[config.mk]
export PLATFORM = sky130hd
export DESIGN_NAME = hssb_top
export DESIGN_NICKNAME = d
export VERILOG_FILES = /design/src/hssb_button.v /design/src/hssb_match.v /design/src/hssb_top.v
export VERILOG_INCLUDE_DIRS = /design/src /design/src/common
export SDC_FILE = /design/constraint.sdc
export NUM_CORES = 1
export LEC_CHECK = 0
export BUFFER_PORTS_ARGS = -buffer_cell sky130_fd_sc_hd__buf_2
export CAP_MARGIN = 20
export CORE_UTILIZATION = 45
export CTS_CLUSTER_SIZE = 8
export DETAILED_ROUTE_END_ITERATION = 10
export HOLD_SLACK_MARGIN = 0.06
export MAX_ROUTING_LAYER = met4
export PLACE_DENSITY_LB_ADDON = 0.05
export SLEW_MARGIN = 20
export SYNTH_ARGS = -nofsm -noshare
export SYNTH_HDL_FRONTEND = slang
export SYNTH_SLANG_ARGS = --single-unit
[constraint.sdc]
create_clock -name aclk -period 2.1 [get_ports aclk]
set_input_delay 0.21 -clock aclk [delete_from_list [all_inputs] [get_ports aclk]]
set_output_delay 0.21 -clock aclk [all_outputs]
set_load 0.005 [all_outputs]
[src/common/hssb_defines.vh]
// register map, status fields and bus answers of the single-step and breakpoint unit
`ifndef HSSB_DEFINES_VH
`define HSSB_DEFINES_VH

// register indices, byte address is four times the index
`define HSSB_IDX_W          4
`define HSSB_IDX_LOW        4'h0
`define HSSB_IDX_HIGH       4'h1
`define HSSB_IDX_ARM        4'h2
`define HSSB_IDX_STATUS     4'h3
`define HSSB_IDX_STEPS      4'h4
`define HSSB_IDX_HELD       4'h5
`define HSSB_AXI_AW         6
`define HSSB_IDX_LSB        2

// status register fields
`define HSSB_ST_EN_BIT      0
`define HSSB_ST_EVERY_BIT   1
`define HSSB_ST_ARMED_BIT   2
`define HSSB_ST_HOLD_BIT    3

// button positions in the debug button bank
`define HSSB_BTN_COUNT      4
`define HSSB_BTN_ENABLE     0
`define HSSB_BTN_EVERY      1
`define HSSB_BTN_OPCODE     2
`define HSSB_BTN_ADVANCE    3

// axi answers
`define HSSB_RESP_OKAY      2'h0
`define HSSB_RESP_SLVERR    2'h2

`endif

[src/hssb_button.v]
// one debug button: two-flop synchroniser and press edge detector
`timescale 1ns/10ps
module hssb_button (
  // clock and reset
  input  wire aclk,
  input  wire aresetn,
  input  wire ce,
  // button pin, active high while pressed
  input  wire pin,
  // one-cycle pulse per press
  output reg  press_q
);

  reg meta_q;
  reg sync_q;
  reg prev_q;

  // the board debounces with an rc network, so only the edge is taken here
  always @(posedge aclk) begin
    if (!aresetn) begin
      meta_q  <= 1'b0;
      sync_q  <= 1'b0;
      prev_q  <= 1'b0;
      press_q <= 1'b0;
    end else if (ce) begin
      meta_q  <= pin;
      sync_q  <= meta_q;
      prev_q  <= sync_q;
      press_q <= sync_q & ~prev_q;
    end
  end

endmodule

[src/hssb_match.v]
// breakpoint comparator: full sixteen-bit address against the two latched bytes
`timescale 1ns/10ps
module hssb_match #(
  parameter AW = 16
) (
  // clock and reset
  input  wire          aclk,
  input  wire          aresetn,
  input  wire          ce,
  // bus cycle to check
  input  wire          check,
  input  wire [AW-1:0] addr,
  // loaded target and arming state
  input  wire [AW-1:0] target,
  input  wire          armed,
  // one-cycle match pulse
  output reg           match_q
);

  // no cycle-type qualifier: fetches, data and rom addresses all compare
  always @(posedge aclk) begin
    if (!aresetn) begin
      match_q <= 1'b0;
    end else if (ce) begin
      match_q <= check & armed & (addr == target);
    end
  end

endmodule

[src/hssb_top.v]
// hardware single stepper with sixteen-bit breakpoint, registers over axi4-lite
//
// Operation
// - stepping comes up disabled after power-up
// - enable button toggles stepping at any time (here a breakpoint match in the same cycle wins and the press is lost)
// - every-cycle mode holds fetches and memory writes
// - opcode mode holds only opcode fetch cycles
// - only power-on reset clears stepper state
// - stop the processor with wait states
// - processor idle between steps while enabled
// - each advance press releases one held cycle
// - every-cycle mode also holds operand fetches
// - target address in two eight-bit latches
// - low byte at 00, high at 01
// - access to 02 arms the comparator (here only a write arms it, a read does not)
// - armed comparator checks every bus access
// - compare whole address space, not opcodes only
// - match turns stepping on at once
// - match disarms; rearm needs another access
// - disabling stepping resumes full speed
// - indicator lit while stepping is enabled
//
// The implementer's own choice: the AXI4-Lite interface to the registers.
`timescale 1ns/10ps
`include "hssb_defines.vh"
module hssb_top #(
  parameter AW = 16,
  parameter SW = 16
) (
  // clock, power-on reset, clock enable
  input  wire                     aclk,
  input  wire                     aresetn,
  input  wire                     ce,
  // axi4-lite write address
  input  wire                     s_axi_awvalid,
  output wire                     s_axi_awready,
  input  wire [`HSSB_AXI_AW-1:0]  s_axi_awaddr,
  input  wire [2:0]               s_axi_awprot,
  // axi4-lite write data
  input  wire                     s_axi_wvalid,
  output wire                     s_axi_wready,
  input  wire [31:0]              s_axi_wdata,
  input  wire [3:0]               s_axi_wstrb,
  // axi4-lite write response
  output reg                      s_axi_bvalid,
  input  wire                     s_axi_bready,
  output reg  [1:0]               s_axi_bresp,
  // axi4-lite read address
  input  wire                     s_axi_arvalid,
  output wire                     s_axi_arready,
  input  wire [`HSSB_AXI_AW-1:0]  s_axi_araddr,
  input  wire [2:0]               s_axi_arprot,
  // axi4-lite read data
  output reg                      s_axi_rvalid,
  input  wire                     s_axi_rready,
  output reg  [31:0]              s_axi_rdata,
  output reg  [1:0]               s_axi_rresp,
  // debug button bank, active high while pressed
  input  wire                     step_enable_button,
  input  wire                     every_cycle_mode_button,
  input  wire                     opcode_fetch_mode_button,
  input  wire                     step_advance_button,
  // processor bus, from pins
  input  wire                     cpu_ale,
  input  wire [AW-1:0]            cpu_addr,
  input  wire                     cpu_opfetch,
  input  wire                     cpu_mem_rd,
  input  wire                     cpu_mem_wr,
  // processor wait-state input, high lets the cycle finish
  output reg                      cpu_ready,
  // indicator
  output wire                     step_enabled_led
);

  localparam [1:0] ST_RUN  = 2'h0;
  localparam [1:0] ST_HOLD = 2'h1;
  localparam [1:0] ST_STEP = 2'h2;
  localparam       PW      = 4 + AW;

  // ---------------- buttons ----------------
  wire [`HSSB_BTN_COUNT-1:0] btn_pin;
  wire [`HSSB_BTN_COUNT-1:0] btn_press;

  assign btn_pin[`HSSB_BTN_ENABLE]  = step_enable_button;
  assign btn_pin[`HSSB_BTN_EVERY]   = every_cycle_mode_button;
  assign btn_pin[`HSSB_BTN_OPCODE]  = opcode_fetch_mode_button;
  assign btn_pin[`HSSB_BTN_ADVANCE] = step_advance_button;

  genvar gi;
  generate
    for (gi = 0; gi < `HSSB_BTN_COUNT; gi = gi + 1) begin : g_btn
      hssb_button u_btn (
        .aclk    (aclk),
        .aresetn (aresetn),
        .ce      (ce),
        .pin     (btn_pin[gi]),
        .press_q (btn_press[gi])
      );
    end
  endgenerate

  wire press_enable  = btn_press[`HSSB_BTN_ENABLE];
  wire press_every   = btn_press[`HSSB_BTN_EVERY];
  wire press_opcode  = btn_press[`HSSB_BTN_OPCODE];
  wire press_advance = btn_press[`HSSB_BTN_ADVANCE];

  // ---------------- processor bus synchroniser ----------------
  wire [PW-1:0] pins_raw = {cpu_ale, cpu_opfetch, cpu_mem_rd, cpu_mem_wr, cpu_addr};
  reg  [PW-1:0] pins_meta_q;
  reg  [PW-1:0] pins_sync_q;
  reg           ale_prev_q;

  always @(posedge aclk) begin
    if (!aresetn) begin
      pins_meta_q <= {PW{1'b0}};
      pins_sync_q <= {PW{1'b0}};
      ale_prev_q  <= 1'b0;
    end else if (ce) begin
      pins_meta_q <= pins_raw;
      pins_sync_q <= pins_meta_q;
      ale_prev_q  <= pins_sync_q[PW-1];
    end
  end

  wire          sync_ale   = pins_sync_q[PW-1];
  wire          sync_op    = pins_sync_q[PW-2];
  wire          sync_rd    = pins_sync_q[PW-3];
  wire          sync_wr    = pins_sync_q[PW-4];
  wire [AW-1:0] sync_addr  = pins_sync_q[AW-1:0];
  wire          cyc_start  = sync_ale & ~ale_prev_q;

  // cycle seen at its start, decided one clock later beside the match pulse
  reg           cyc_q;
  reg           cyc_op_q;
  reg           cyc_mem_q;
  reg  [AW-1:0] cyc_addr_q;

  always @(posedge aclk) begin
    if (!aresetn) begin
      cyc_q      <= 1'b0;
      cyc_op_q   <= 1'b0;
      cyc_mem_q  <= 1'b0;
      cyc_addr_q <= {AW{1'b0}};
    end else if (ce) begin
      cyc_q <= cyc_start;
      if (cyc_start) begin
        cyc_op_q   <= sync_op;
        cyc_mem_q  <= sync_op | sync_rd | sync_wr;
        cyc_addr_q <= sync_addr;
      end
    end
  end

  // ---------------- breakpoint ----------------
  reg  [7:0]    brk_low_q;
  reg  [7:0]    brk_high_q;
  reg           armed_q;
  wire          match;
  wire          arm_write;

  hssb_match #(
    .AW (AW)
  ) u_match (
    .aclk    (aclk),
    .aresetn (aresetn),
    .ce      (ce),
    .check   (cyc_start),
    .addr    (sync_addr),
    .target  ({brk_high_q, brk_low_q}),
    .armed   (armed_q),
    .match_q (match)
  );

  // a fresh arm access in the match cycle wins, so it is never lost
  always @(posedge aclk) begin
    if (!aresetn) begin
      armed_q <= 1'b0;
    end else if (ce) begin
      if (arm_write) begin
        armed_q <= 1'b1;
      end else if (match) begin
        armed_q <= 1'b0;
      end
    end
  end

  // ---------------- stepper control ----------------
  // aresetn is the power-on reset; the processor reset never reaches here
  reg           step_en_q;
  reg           every_q;
  reg  [1:0]    state_q;
  reg  [1:0]    state_d;
  reg           ready_d;
  reg  [SW-1:0] steps_q;
  reg  [AW-1:0] held_addr_q;

  always @(posedge aclk) begin
    if (!aresetn) begin
      step_en_q <= 1'b0;
      every_q   <= 1'b0;
    end else if (ce) begin
      if (match) begin
        step_en_q <= 1'b1;
      end else if (press_enable) begin
        step_en_q <= ~step_en_q;
      end
      if (press_every) begin
        every_q <= 1'b1;
      end else if (press_opcode) begin
        every_q <= 1'b0;
      end
    end
  end

  // the match counts as enabled in its own cycle so that very cycle is held when the mode selects it
  wire step_on  = step_en_q | match;
  wire selected = every_q ? cyc_mem_q : cyc_op_q;

  always @* begin
    state_d = state_q;
    ready_d = 1'b1;
    case (state_q)
      ST_RUN: begin
        if (cyc_q && step_on && selected) begin
          state_d = ST_HOLD;
          ready_d = 1'b0;
        end
      end
      ST_HOLD: begin
        if (!step_en_q) begin
          state_d = ST_RUN;
        end else if (press_advance) begin
          state_d = ST_STEP;
        end else begin
          ready_d = 1'b0;
        end
      end
      ST_STEP: begin
        state_d = ST_RUN;
      end
      default: begin
        state_d = ST_RUN;
      end
    endcase
  end

  // ready comes from a flop; the hold starts a few clocks into the cycle,
  // so the processor must sample ready no earlier than that
  always @(posedge aclk) begin
    if (!aresetn) begin
      state_q     <= ST_RUN;
      cpu_ready   <= 1'b1;
      steps_q     <= {SW{1'b0}};
      held_addr_q <= {AW{1'b0}};
    end else if (ce) begin
      state_q   <= state_d;
      cpu_ready <= ready_d;
      if (state_q == ST_RUN && state_d == ST_HOLD) begin
        held_addr_q <= cyc_addr_q;
      end
      if (state_d == ST_STEP) begin
        steps_q <= steps_q + {{(SW-1){1'b0}}, 1'b1};
      end
    end
  end

  assign step_enabled_led = step_en_q;

  // ---------------- axi4-lite write ----------------
  reg                    aw_have_q;
  reg [`HSSB_IDX_W-1:0]  aw_idx_q;
  reg                    w_have_q;
  reg [7:0]              w_byte_q;
  reg                    w_lane_q;

  assign s_axi_awready = ce & ~aw_have_q & ~s_axi_bvalid;
  assign s_axi_wready  = ce & ~w_have_q & ~s_axi_bvalid;

  wire wr_go   = aw_have_q & w_have_q & ~s_axi_bvalid;
  wire wr_low  = aw_idx_q == `HSSB_IDX_LOW;
  wire wr_high = aw_idx_q == `HSSB_IDX_HIGH;
  wire wr_arm  = aw_idx_q == `HSSB_IDX_ARM;
  wire wr_map  = wr_low | wr_high | wr_arm;

  // arming is a write to the location; its data does not matter
  assign arm_write = ce & wr_go & wr_arm;

  always @(posedge aclk) begin
    if (!aresetn) begin
      aw_have_q    <= 1'b0;
      aw_idx_q     <= {`HSSB_IDX_W{1'b0}};
      w_have_q     <= 1'b0;
      w_byte_q     <= 8'h00;
      w_lane_q     <= 1'b0;
      s_axi_bvalid <= 1'b0;
      s_axi_bresp  <= `HSSB_RESP_OKAY;
      brk_low_q    <= 8'h00;
      brk_high_q   <= 8'h00;
    end else if (ce) begin
      if (s_axi_awvalid && s_axi_awready) begin
        aw_have_q <= 1'b1;
        aw_idx_q  <= s_axi_awaddr[`HSSB_AXI_AW-1:`HSSB_IDX_LSB];
      end
      if (s_axi_wvalid && s_axi_wready) begin
        w_have_q <= 1'b1;
        w_byte_q <= s_axi_wdata[7:0];
        w_lane_q <= s_axi_wstrb[0];
      end
      if (wr_go) begin
        aw_have_q    <= 1'b0;
        w_have_q     <= 1'b0;
        s_axi_bvalid <= 1'b1;
        s_axi_bresp  <= wr_map ? `HSSB_RESP_OKAY : `HSSB_RESP_SLVERR;
        if (wr_low && w_lane_q) begin
          brk_low_q <= w_byte_q;
        end
        if (wr_high && w_lane_q) begin
          brk_high_q <= w_byte_q;
        end
      end else if (s_axi_bvalid && s_axi_bready) begin
        s_axi_bvalid <= 1'b0;
      end
    end
  end

  // ---------------- axi4-lite read ----------------
  // the latches are write-only and read as zero; status shows live state
  wire [`HSSB_IDX_W-1:0] ar_idx = s_axi_araddr[`HSSB_AXI_AW-1:`HSSB_IDX_LSB];
  reg  [31:0]            rd_word;
  reg                    rd_map;

  always @* begin
    rd_word = 32'h0000_0000;
    rd_map  = 1'b1;
    case (ar_idx)
      `HSSB_IDX_LOW, `HSSB_IDX_HIGH, `HSSB_IDX_ARM: begin
        rd_word = 32'h0000_0000;
      end
      `HSSB_IDX_STATUS: begin
        rd_word[`HSSB_ST_EN_BIT]    = step_en_q;
        rd_word[`HSSB_ST_EVERY_BIT] = every_q;
        rd_word[`HSSB_ST_ARMED_BIT] = armed_q;
        rd_word[`HSSB_ST_HOLD_BIT]  = state_q == ST_HOLD;
      end
      `HSSB_IDX_STEPS: begin
        rd_word[SW-1:0] = steps_q;
      end
      `HSSB_IDX_HELD: begin
        rd_word[AW-1:0] = held_addr_q;
      end
      default: begin
        rd_map = 1'b0;
      end
    endcase
  end

  assign s_axi_arready = ce & ~s_axi_rvalid;

  always @(posedge aclk) begin
    if (!aresetn) begin
      s_axi_rvalid <= 1'b0;
      s_axi_rdata  <= 32'h0000_0000;
      s_axi_rresp  <= `HSSB_RESP_OKAY;
    end else if (ce) begin
      if (s_axi_arvalid && s_axi_arready) begin
        s_axi_rvalid <= 1'b1;
        s_axi_rdata  <= rd_word;
        s_axi_rresp  <= rd_map ? `HSSB_RESP_OKAY : `HSSB_RESP_SLVERR;
      end else if (s_axi_rvalid && s_axi_rready) begin
        s_axi_rvalid <= 1'b0;
      end
    end
  end

endmodule

* Word-level counts from Yosys, hierarchy flattened
Cells that the tools add are included.
W data, S select, Z words.
** Storage, ports and cells
- Register bits after elaboration :: 168
- Latch bits :: 0
- Bits in writable memories :: 0
- Memory bits (read-only) :: 0
- Input port bits :: 86
- Output and inout bits :: 43
- Word-level logic and storage cells :: 151
- Memories kept :: 0
** Operators by class
- Add/sub/neg operators :: 1
- Multiply operators :: 0
- Div/mod/pow operators :: 0
- $lt $le $gt $ge :: 0
- Eq/ne operators :: 11
- Shift-type cells :: 0
- Muxes and demuxes :: 28
- Bitwise logic cells :: 31
- Reduce and logical (&&, ||, !) cells :: 37
** Operator list (count)
- $reduce_and A2 Y1 :: 14
- $pmux W12 S2 :: 1
- $mux W1 :: 19
- $add A16 B1 Y16 const B :: 1
- $and A1 B1 Y1 :: 16
- $eq A16 B16 Y1 :: 1
- $reduce_bool A2 Y1 :: 7
- $eq A4 B2 Y1 const B :: 3
- $pmux W4 S3 :: 1
- $logic_and A1 B1 Y1 :: 10
- $mux W2 :: 5
- $not A1 Y1 :: 10
- $eq A4 B1 Y1 const B :: 2
- $eq A4 B3 Y1 const B :: 2
- $logic_not A4 Y1 :: 2
- $reduce_and A3 Y1 :: 2
- $reduce_or A6 Y1 :: 1
- $or A1 B1 Y1 :: 5
- $eq A2 B1 Y1 const B :: 2
- $pmux W2 S2 :: 1
- $eq A2 B2 Y1 const B :: 1
- $logic_not A2 Y1 :: 1
- $pmux W1 S2 :: 1

* Longest topological paths before layout
Gate-level depths: netlist of the first run.
- Depth after elaboration :: 8
- Mapped depth :: 6
- Mapped depth without buffers :: 4

* Hierarchy
From an unflattened synthesis of the first run, not the netlist that was laid out.
** Unflattened totals
- Cell total of the unflattened synthesis :: 715
- Area total of the unflattened synthesis :: 6596.3 um^2
** Modules (own cells, without submodules)
- hssb_top :: times used 1, cells an instance 637, area an instance 5788.1 um^2, sequential area each 2982.9 um^2
- hssb_button :: times used 4, cells an instance 13, area an instance 148.9 um^2, sequential area each 80.1 um^2
- hssb_match :: times used 1, cells an instance 26, area an instance 212.7 um^2, sequential area each 20.0 um^2

* Least setup slack after synthesis of the first run
OpenSTA, ideal clock, no wires.
- Path kind :: reg-to-reg
- From :: register state_q[1]
- To :: register held_addr_q[10]
- Library setup time :: 0.128 ns
- Arrival :: 1.512 ns
- Required time :: 1.972 ns
- Slack :: 0.461 ns
- Stages on the path, launching flop included :: 6
- Path buffers :: 1
- Clock period less this slack :: 1.639 ns
- Cell sequence :: dfxtp_1 nand2b_1 nor4_4 buf_4 mux2i_1 nor2_1
** On the way
- Word-level cells in the longest chain between the ends :: 6
- Elaborated cells between the ends (all ways) :: 9
- Classes of those cells :: eq/ne (2); mux (4); reduce/logical (3)
** RTL lines
- from (decl) :: line hssb_top.v:191 : reg [1:0] state_q;
- from (signal assigned) :: line hssb_top.v:256 : state_q <= state_d;
- $mux W2 :: line hssb_top.v:232 : end else if (press_advance) begin
- $mux W2 :: line hssb_top.v:230 : if (!step_en_q) begin
- $pmux W2 S2 :: line hssb_top.v:222 : case (state_q)
- $eq A2 B1 Y1 :: line hssb_top.v:258 : if (state_q == ST_RUN && state_d == ST_HOLD) begin
- $logic_and A1 B1 Y1 * :: line hssb_top.v:258
- $reduce_and A2 Y1 (no line) *
- to (signal assigned) :: line hssb_top.v:254 : held_addr_q <= {AW{1'b0}};
- to (signal assigned) :: line hssb_top.v:259 : held_addr_q <= cyc_addr_q;
- to (decl) :: line hssb_top.v:195 : reg [AW-1:0] held_addr_q;
Mark *: on every way between the ends. The rest lies on a longest branch, timed or not.
A chain may end at the register's enable or synchronous reset.

* Worst setup path after layout of the first run
- From :: register aw_have_q
- To :: register brk_high_q[4]
** On the way
- Word-level cells in the longest chain between the ends :: 3
** RTL lines
- from (decl) :: line hssb_top.v:270 : reg aw_have_q;
- from (signal assigned) :: line hssb_top.v:290 : aw_have_q <= 1'b0;
- from (signal assigned) :: line hssb_top.v:301 : aw_have_q <= 1'b1;
- from (signal assigned) :: line hssb_top.v:310 : aw_have_q <= 1'b0;
- $and A1 B1 Y1 (2 in a row) :: line hssb_top.v:279 : wire wr_go = aw_have_q & w_have_q & ~s_axi_bvalid;
- $reduce_and A3 Y1 (no line)
- to (signal assigned) :: line hssb_top.v:318 : brk_high_q <= w_byte_q;
- to (decl) :: line hssb_top.v:156 : reg [7:0] brk_high_q;
No other way between the ends.

==> summary.txt, run 1 <==
Drt
  • Drt total wl: 14200 um
  • DR vias/cell: 5.05
  • DRT Pass-1 Iters: 4
  • DRT antenna net count: 0
  • DR WL/cell: 14.1 um
  • Routed vias: 5096
  • 1st-iter DRT viols: 319
  • DRC violations left: 0

STA
  • RSZ-0062 raised after global routing: false
  • Final slew viol count: 0
  • Setup TNS: 0 ns
  • Clock skew: 0.00768 ns
  • Fin crit share: 85.4%
  • Hold Fails Final Rpt: 0
  • Final setup fails: 0
  • Worst-margin pin slew: 0.679 ns
  • Max frequency: 557 MHz
  • Final WS setup: 0.306 ns
  • Crit path time final: 1.79 ns
  • Relative slew margins: 54.7%

Floorplanning
  • Row count: 44
  • Die Y: 124 um
  • Core area: 0.0145 mm^2
  • Io pins: 129
  • Die width: 124 um
  • Die area: 0.0153 mm^2
  • Starting Density: 46.0%

Setup path
  • Data required, critical path: 2.40 ns
  • Crit path kind: flop to flop
  • Worst Path Arrival: 2.09 ns
  • Worst setup SP type: flop
  • Crit Path Max Fanout: 8
  • Worst setup EP type: flop
  • Reg-to-reg slack, setup: 0.31 ns

Power
  • Comb power frac: 6.3%
  • Max VDD drop: 780 uV
  • Internal cell power: 5.38 mW
  • Clock power frac: 46.1%
  • Sw frac: 22.1%
  • Reg power frac: 47.7%
  • Sw power: 1.53 mW
  • PwrDens: 850 mW/mm^2
  • Pleak: 3.49 nW

Global route
  • Largest net degree at the start of global routing: 92
  • GR Util All Layers: 20.4%
  • Vias in the first global route: 4734
  • First-pass GRT wire length: 23200 um
  • Initial antenna violation count: 0
  • GRT overflow: 0

Place
  • Dpl ws: 0.267 ns
  • RePlAce Congestion: 0.828
  • Placed cell count: 939
  • Port buffer count: 73
  • Hpwl dp: 9680 um

Clock tree
  • Clk Tree Root Cell: clkbuf_16
  • CTS resizes: 0
  • CTS tree: done
  • Reg clk slew, reported paths: 0.06 ns
  • H-tree depth: 4
  • Clock Path Buffers: 2
  • # clock sinks: 166
  • CTS buffer count: 17
  • Worst skew pair latency: 0.43 ns

Cells and area
  • Nets@finish: 899
  • Share of layout cells above drive strength 1: 15.2%
  • Final Non-Filler Cells: 1009
  • Final Util: 56.1%
  • Antenna Cells: 0
  • Layout area overhead: 22.1%

Synthesis
  • Gate Count Post-Synth: 709
  • Synth Cell Area: 0.00665 mm^2
  • Yosys top cell area share: 49.9%
  • Synthesized area per cell: 9.38 um^2
  • Synthesis-stage register bit count: 166
  • Post-synthesis async set-or-reset flop share: 0%
  • Top FF cell, synth: dfxtp_1
  • Yosys warnings: 0
  • List of most frequent post-synthesis cells: 166 x dfxtp_1, 121 x nor2_1, 92 x mux2i_1, 72 x nand2_1, 42 x a21oi_1
  • Sequential share of the synthesized area: 49.9%
  • Library cell with the highest instance count after synthesis: dfxtp_1
  • Distinct cells, synth: 51
  • Post-synth EDFFs: 0
  • Most area-consuming cells after synthesis: dfxtp_1 50%, mux2i_1 14%, nor2_1 6.8%
  • Synth area leader: dfxtp_1

Status
  • Status: complete, no violations

Hold path
  • Tightest Hold Check Type: input port to flop

Flow run
  • Max Cap Viol: 0
cell usage in the layout, fill, tap and decap left out, types with 3 or more instances in the layout:
cell,n
nand3b_1,7
o21ai_0,18
a32o_1,5
a22o_1,7
nand2b_1,11
bufinv_16,3
dfxtp_1,166
dlygate4sd3_1,38
or4_1,5
buf_2,72
a21oi_1,42
nor2b_1,3
nor3_1,5
mux2i_1,92
and2_1,3
clkbuf_16,17
nor2_1,121
buf_4,16
a221oi_1,12
conb_1,18
nand4_1,5
inv_1,4
clkinvlp_4,3
nor4_1,8
xor2_1,19
nand2_1,72
or3_1,3
xnor2_1,5
nand3_1,6
kinds of logic (layout without fill, tap and decap cells):
kind of cell / count (synthesis) / in the layout / share of synthesized area (%)
buffers and inverters: 65 / 164 / 5.06
and+or+nand+nor: 267 / 267 / 19.0
other: 1 / 18 / 0.0564
muxes: 92 / 92 / 13.8
AOI/OAI and AO/OA: 93 / 93 / 8.76
xor gates and xnor gates: 24 / 24 / 3.16
adders and majority gates: 1 / 1 / 0.188
DFF: 166 / 166 / 49.9
metal layers:
layer  share of wire (%)  track usage, %  wire [um]
met1                  49            26.1       6960
met2                  46            30.8       6520
met3                 3.4            5.13        489
met4                 1.6            7.98        227
met5                   0               -          0
flip-flops by register name, indices dropped and copies added, names as in the netlist, 8 cells and up:
| signal | flops |
|---|---|
| pins_meta_q | 20 |
| pins_sync_q | 20 |
| cyc_addr_q | 16 |
| held_addr_q | 16 |
| s_axi_rdata | 16 |
| steps_q | 16 |
| brk_high_q | 8 |
| brk_low_q | 8 |
| w_byte_q | 8 |
power by group through the flow:
stage          sequential, mW  clock [mW]  combinational [mW]
2_1_floorplan            3.34           0               0.278
3_3_place_gp             3.36           0               0.375
3_5_place_dp             3.36           0               0.384
4_1_cts                  3.29        3.27               0.438
5_1_grt                  3.30        3.40               0.489
6_report                 3.29        3.18               0.434
critical path, stage by stage (launching register included):
cell,delay (ns)
dfxtp_1,0.41
nand4b_1,0.16
or4_1,0.76
mux2i_1,0.26
nor2_1,0.07
metrics by stage:
step | hold slack [ns] | total power [mW] | instance area [um^2]
detailed placement | 0.452 | 3.74 | 7130
floorplan | 0.346 | 3.62 | 6720
global placement | 0.442 | 3.73 | 7130
global route | 0.123 | 7.19 | 8120
CTS | 0.101 | 7.00 | 8120
finish | 0.112 | 6.90 | 8120
layout make-up:
| type | count | area (um^2) |
|---|---|---|
| Timing Repair Buffer | 127 | 881 |
| Clock buffer | 21 | 460 |
| Fill cell | 1342 | 6360 |
| Inverter | 5 | 21.3 |
| Multi-Input combinational cell | 495 | 3060 |
| Sequential cell | 166 | 3320 |
| Tap cell | 184 | 230 |
| Clock inverter | 11 | 149 |
path summary, 6_finish.rpt:
check                  from              to  cells past startpoint
max               aw_have_q   brk_high_q[4]                      4
min            s_axi_bready    s_axi_bvalid                      4
min reg2reg  cyc_addr_q[15]  cyc_addr_q[15]                      2
max reg2reg       aw_have_q   brk_high_q[4]                      4
timing repair:
item / 4_1_cts / 5_1_grt
hold buffers: 38 / 0
buffers inserted: 0 / 0
hold endpoints to repair: 38 / 0
Power figures use the tool's default switching activity.
==> run 2: changes to the inputs <==
- CORE_UTILIZATION: 45 -> 50
- MAX_ROUTING_LAYER: met4 -> default
==> summary.txt, run 2 (same netlist as run 1, synthesis figures left out) <==
Drt
  • Routed vias: 5098 (+0.039%)
  • DR vias/cell: 5.13 (+1.7%)
  • DRT Pass-1 Iters: 4 (unchanged)
  • 1st-iter DRT viols: 334 (+4.7%)
  • DR WL/cell: 14.3 um (+1.6%)
  • Drt total wl: 14200 um (about the same)
  • DRT antenna net count: 0 (unchanged)
  • DRC violations left: 0 (unchanged)

Floorplanning
  • Die width: 117 um (-5.0%)
  • Starting Density: 52.1% (+6.1 points)
  • Io pins: 129 (unchanged)
  • Die Y: 117 um (-5.0%)
  • Die area: 0.0138 mm^2 (-9.8%)
  • Row count: 41 (-6.8%)
  • Core area: 0.0128 mm^2 (-12%)

Clock tree
  • Post-CTS Hold Buffers: 37 (-2.6%)
  • CTS tree: done
  • # clock sinks: 166 (unchanged)
  • Postcts setup bufs: 0 (unchanged)
  • Clock Path Buffers: 2 (unchanged)
  • Worst skew pair latency: 0.42 ns (about the same)
  • CTS buffer count: 17 (unchanged)
  • Clk Tree Root Cell: clkbuf_16
  • CTS resizes: 0 (unchanged)
  • H-tree depth: 4 (unchanged)
  • Reg clk slew, reported paths: 0.06 ns (about the same)

STA
  • Final setup fails: 0 (unchanged)
  • Setup TNS: 0 ns (unchanged)
  • Fin crit share: 84.8% (-0.66 points)
  • Max frequency: 562 MHz (+0.78%)
  • Relative slew margins: 59.7% (+5.0 points)
  • Final Hold Slack: 0.125 ns (+0.0135 ns)
  • Crit path time final: 1.78 ns (-0.0139 ns)
  • Hold Fails Final Rpt: 0 (unchanged)
  • Worst-margin pin slew: 0.599 ns (-0.0805 ns)
  • Clock skew: 0.00766 ns (-0.0000156 ns)
  • Final slew viol count: 0 (unchanged)
  • RSZ-0062 raised after global routing: false

Power
  • PwrDens: 844 mW/mm^2 (-0.72%)
  • Pleak: 3.48 nW (-0.53%)
  • Max VDD drop: 524 uV (-33%)

Cells and area
  • Final Non-Filler Cells: 993 (-1.6%)
  • Most frequent cells in the layout: 166 x dfxtp_1, 121 x nor2_1, 92 x mux2i_1, 72 x nand2_1, 72 x buf_2
  • Nets@finish: 897 (-0.22%)
  • FILL cells: 1097 (-18%)
  • Biggest regs: pins_meta_q (20), pins_sync_q (20)
  • Layout area overhead: 21.3%
  • Share of layout cells above drive strength 1: 15.0% (-0.17 points)
  • Final Util: 63.2% (+7.1 points)
  • Antenna Cells: 0 (unchanged)
  • Commonest non-fill, non-tap cell in the layout: dfxtp_1

Setup path
  • Crit path kind: flop to flop
  • Worst setup SP type: flop
  • CP bufs+invs: 0 (unchanged)
  • Worst Path Arrival: 2.08 ns (about the same)
  • Crit-path leading delay family: simple AND/OR/NAND/NOR gates
  • Worst setup EP type: flop
  • Data required, critical path: 2.40 ns (about the same)
  • Crit Path Max Fanout: 8 (unchanged)
  • Max stage delay cell, worst path: or4_1
  • CP max stage delay: 0.76 ns (about the same)
  • Cell Chain, Critical Path: nand4b_1 > or4_1 > mux2i_1 > nor2_1

Global route
  • Vias in the first global route: 4901 (+3.5%)
  • Initial antenna violation count: 0 (unchanged)
  • GRT overflow: 0 (unchanged)
  • GR Util All Layers: 21.9% (+1.5 points)
  • Largest net degree at the start of global routing: 57 (-38%)
  • First-pass GRT wire length: 24100 um (+3.7%)

Place
  • Hpwl dp: 9590 um (-0.90%)
  • Port buffer count: 73 (unchanged)
  • RePlAce Congestion: 0.786 (-5.0%)
  • Placed cell count: 926 (-1.4%)

Status
  • Status: complete, no violations

Flow run
  • Max Cap Viol: 0 (unchanged)

Hold path
  • Tightest Hold Check Type: input port to flop
[run 2: cell types whose count changed in the layout (fill, tap and decap cells not counted), sizes merged]
| cell | before | now |
|---|---|---|
| inv | 6 | 5 |
| clkinvlp | 3 | 4 |
| dlygate4sd3 | 38 | 37 |
| clkinv | 4 | 1 |
| buf | 89 | 88 |
| bufinv | 3 | 2 |
| clkbuf | 21 | 23 |
[run 2: final cells by class]
cell class / instances / area (um^2) / share of cell area (%)
inverters: 5 / 21.3 / 0.263
flip-flops and latches: 166 / 3320 / 41.2
multi-input cells: 495 / 3060 / 37.9
clock buffers: 23 / 498 / 6.17
well taps: 172 / 215 / 2.67
repair buffers: 125 / 863 / 10.7
clock inverters: 7 / 95.1 / 1.18
[run 2: report_power, final]
| part | internal (mW) | leakage (nW) | total, mW | switching, mW |
|---|---|---|---|---|
| registers | 3.23 | 1.35 | 3.29 | 0.0596 |
| clock network | 1.89 | 0.279 | 3.09 | 1.20 |
| logic | 0.205 | 1.85 | 0.431 | 0.226 |
| total | 5.33 | 3.48 | 6.81 | 1.48 |
[run 2: metrics by stage]
step	power (mW)	setup slack, ns	instance area (um^2)
5_1_grt	7.06	0.212	8070
2_1_floorplan	3.62	0.461	6720
3_3_place_gp	3.73	0.392	7110
3_5_place_dp	3.74	0.333	7110
4_1_cts	6.88	0.325	8070
6_report	6.81	0.320	8070
[run 2: path summary, 6_finish.rpt]
path / cells past startpoint / end / start / slack [ns]
setup / recovery: 4 / brk_high_q[5] / s_axi_bvalid / 0.32
hold / removal: 3 / s_axi_rresp[1] / s_axi_araddr[5] / 0.13
setup reg to reg: 4 / brk_high_q[5] / s_axi_bvalid / 0.32
hold reg to reg: 2 / cyc_addr_q[6] / cyc_addr_q[6] / 0.46
[run 2: routing by layer]
| metal | global-route usage [%] | routed length, um | up-vias |
|---|---|---|---|
| li1 | - | - | 2614 |
| met1 | 27.9 | 6700 | 2376 |
| met4 | 7.95 | 142 | 0 |
| met2 | 35.5 | 6840 | 95 |
| met5 | 0 | 0 | - |
| met3 | 5.69 | 523 | 13 |
[run 2: worst register-to-register path: cells and delay by family (launching register included)]
kind          cells  cell delay, ns
flops             1            0.35
mux               1            0.25
simple gates      3            1.06
==> run 3: changes to the inputs <==
- clock period: 2.1 -> 1.54 ns (I/O delays scaled with it)
==> summary.txt, run 3 (same netlist as run 1, synthesis figures left out) <==
Status
  • Status: complete, no violations

Place
  • Port buffer count: 73 (unchanged)
  • Hpwl dp: 10200 um (+6.3%)
  • Post-DP Area: 0.00735 mm^2 (+3.4%)
  • RePlAce Congestion: 0.822 (+4.6%)

STA
  • Fin crit share: 97.8% (+13 points)
  • Clock skew: 0.00564 ns (-0.00202 ns)
  • Hold Fails Final Rpt: 0 (unchanged)
  • Final setup fails: 0 (unchanged)
  • Final slew viol count: 0 (unchanged)
  • RSZ-0062 raised after global routing: true
  • Crit path time final: 1.51 ns (-0.274 ns)
  • Max frequency: 664 MHz (+18%)

Cells and area
  • Most frequent cells in the layout: 154 x dfxtp_1, 121 x nor2_1, 92 x mux2i_1, 72 x nand2_1, 72 x buf_2
  • Multi-input gate area: 0.00312 mm^2 (+2.2%)
  • Final Util: 65.6% (+2.4 points)
  • Layout area overhead: 25.9%
  • Commonest non-fill, non-tap cell in the layout: dfxtp_1
  • Antenna Cells: 0 (unchanged)
  • Biggest regs: pins_meta_q (20), pins_sync_q (20)
  • Design Area, Final: 0.00838 mm^2 (+3.8%)
  • Share of layout cells above drive strength 1: 20.5% (+5.5 points)
  • FILL cells: 1069 (-2.6%)
  • Nets@finish: 929 (+3.6%)
  • FF/Latch Area: 0.00334 mm^2 (+0.53%)

Drt
  • 1st-iter DRT viols: 241 (-28%)
  • DR WL/cell: 14.8 um (+3.3%)
  • DRC violations left: 0 (unchanged)
  • Drt total wl: 15100 um (+6.6%)
  • DR vias/cell: 5.20 (+1.2%)
  • DRT antenna net count: 0 (unchanged)
  • DRT Pass-1 Iters: 4 (unchanged)
  • Routed vias: 5328 (+4.5%)

Global route
  • Vias in the first global route: 5188 (+5.9%)
  • GR Util All Layers: 22.7% (+0.85 points)
  • Largest net degree at the start of global routing: 80 (+40%)
  • Initial antenna violation count: 0 (unchanged)
  • First-pass GRT wire length: 25100 um (+4.2%)
  • GRT overflow: 0 (unchanged)

Clock tree
  • Clock Path Buffers: 2 (unchanged)
  • CTS tree: done
  • H-tree depth: 4 (unchanged)
  • # clock sinks: 166 (unchanged)
  • Reg clk slew, reported paths: 0.06 ns (about the same)
  • CTS buffer count: 17 (unchanged)
  • Clk Tree Root Cell: clkbuf_16
  • Worst skew pair latency: 0.42 ns (about the same)

Hold path
  • Tightest Hold Check Type: input port to flop
  • HP Start: aresetn

Power
  • PwrDens: 1080 mW/mm^2 (+28%)
  • Reg power frac: 49.7% (+1.4 points)
  • Clock power frac: 43.3% (-2.1 points)
  • Power, Total: 9.02 mW (+32%)
  • Internal cell power: 7.00 mW (+31%)
  • Max VDD drop: 734 uV (+40%)
  • Sw frac: 22.5% (+0.68 points)
  • Pleak: 3.65 nW (+5.0%)
  • Comb power frac: 7.0% (+0.7 points)
  • Sw power: 2.03 mW (+37%)

Setup path
  • CP max stage delay: 0.52 ns (-0.24 ns)
  • Cell Chain, Critical Path: nand4b_4 > or2_4 > or4_4 > a21oi_2
  • Worst Path Arrival: 1.86 ns (-0.22 ns)
  • CP bufs+invs: 0 (unchanged)
  • Crit Path Max Fanout: 5 (-3)
  • Crit path kind: flop to flop
  • Reg-to-reg startpoint: state_q[1]
  • Data required, critical path: 1.89 ns (-0.51 ns)
  • Critical Path Start: state_q[1]
  • Worst setup SP type: flop
  • Worst setup EP type: flop
  • Max stage delay cell, worst path: or4_4
  • Crit-path leading delay family: simple AND/OR/NAND/NOR gates

Flow run
  • Max Cap Viol: 0 (unchanged)

Floorplanning
  • Die width: 117 um (unchanged)
  • Core area: 0.0128 mm^2 (unchanged)
  • Row count: 41 (unchanged)
  • Starting Density: 52.1% (unchanged)
  • Io pins: 129 (unchanged)
  • Die Y: 117 um (unchanged)
  • Die area: 0.0138 mm^2 (unchanged)
run 3: worst paths after layout:
kind | endpoint | slack [ns] | cells past startpoint
hold / removal | s_axi_bresp[1] | 0.07 | 3
hold reg to reg | cyc_addr_q[15] | 0.46 | 2
setup reg to reg | steps_q[13] | 0.03 | 4
setup / recovery | steps_q[13] | 0.03 | 4
run 3: power groups by stage:
stage / Combinational, mW / Sequential [mW] / Clock [mW]
final: 0.635 / 4.48 / 3.90
after global routing: 0.699 / 4.50 / 4.17
after CTS: 0.628 / 4.48 / 3.97
after detailed placement: 0.547 / 4.58 / 0
after global placement: 0.533 / 4.57 / 0
after floorplan: 0.380 / 4.55 / 0
run 3: final cells by class:
class	instances	share of cell area, %
Inverter	5	0.254
Multi-Input combinational cell	495	37.3
Sequential cell	166	39.9
Clock inverter	8	0.911
Clock buffer	22	5.54
Timing Repair Buffer	157	13.6
Tap cell	172	2.57
run 3: routing by layer:
layer	track usage (%)	up-vias	share of wire, %
li1	-	2672	-
met1	27.3	2533	45
met2	39.7	99	51
met3	4.23	24	3.0
met4	9.42	0	1.5
met5	0	-	0
run 3: through the flow:
stage                     setup slack (ns)  setup TNS (ns)  instances  hold slack (ns)
final                               0.0344               0       1025           0.0726
after global routing               -0.0325         -0.0924       1025           0.0854
after CTS                          -0.0275         -0.0456       1024           0.0646
after detailed placement           -0.0376          -0.194        953            0.396
after global placement            -0.00794         -0.0170        953            0.387
after floorplan                    -0.0231          -0.231        726            0.290
run 3: what timing repair did:
item,CTS,global route
hold endpoints to repair,40,0
gates resized for setup,8,15
pin swaps,5,5
hold buffers,40,0
setup endpoints to repair,12,24
setup buffers,1,2
run 3: worst reg2reg max path, cell delays in order, from the launching register on:
cell and delay, ns:
dfxtp_2 0.34, nand4b_4 0.18, or2_4 0.26, or4_4 0.52, a21oi_2 0.14
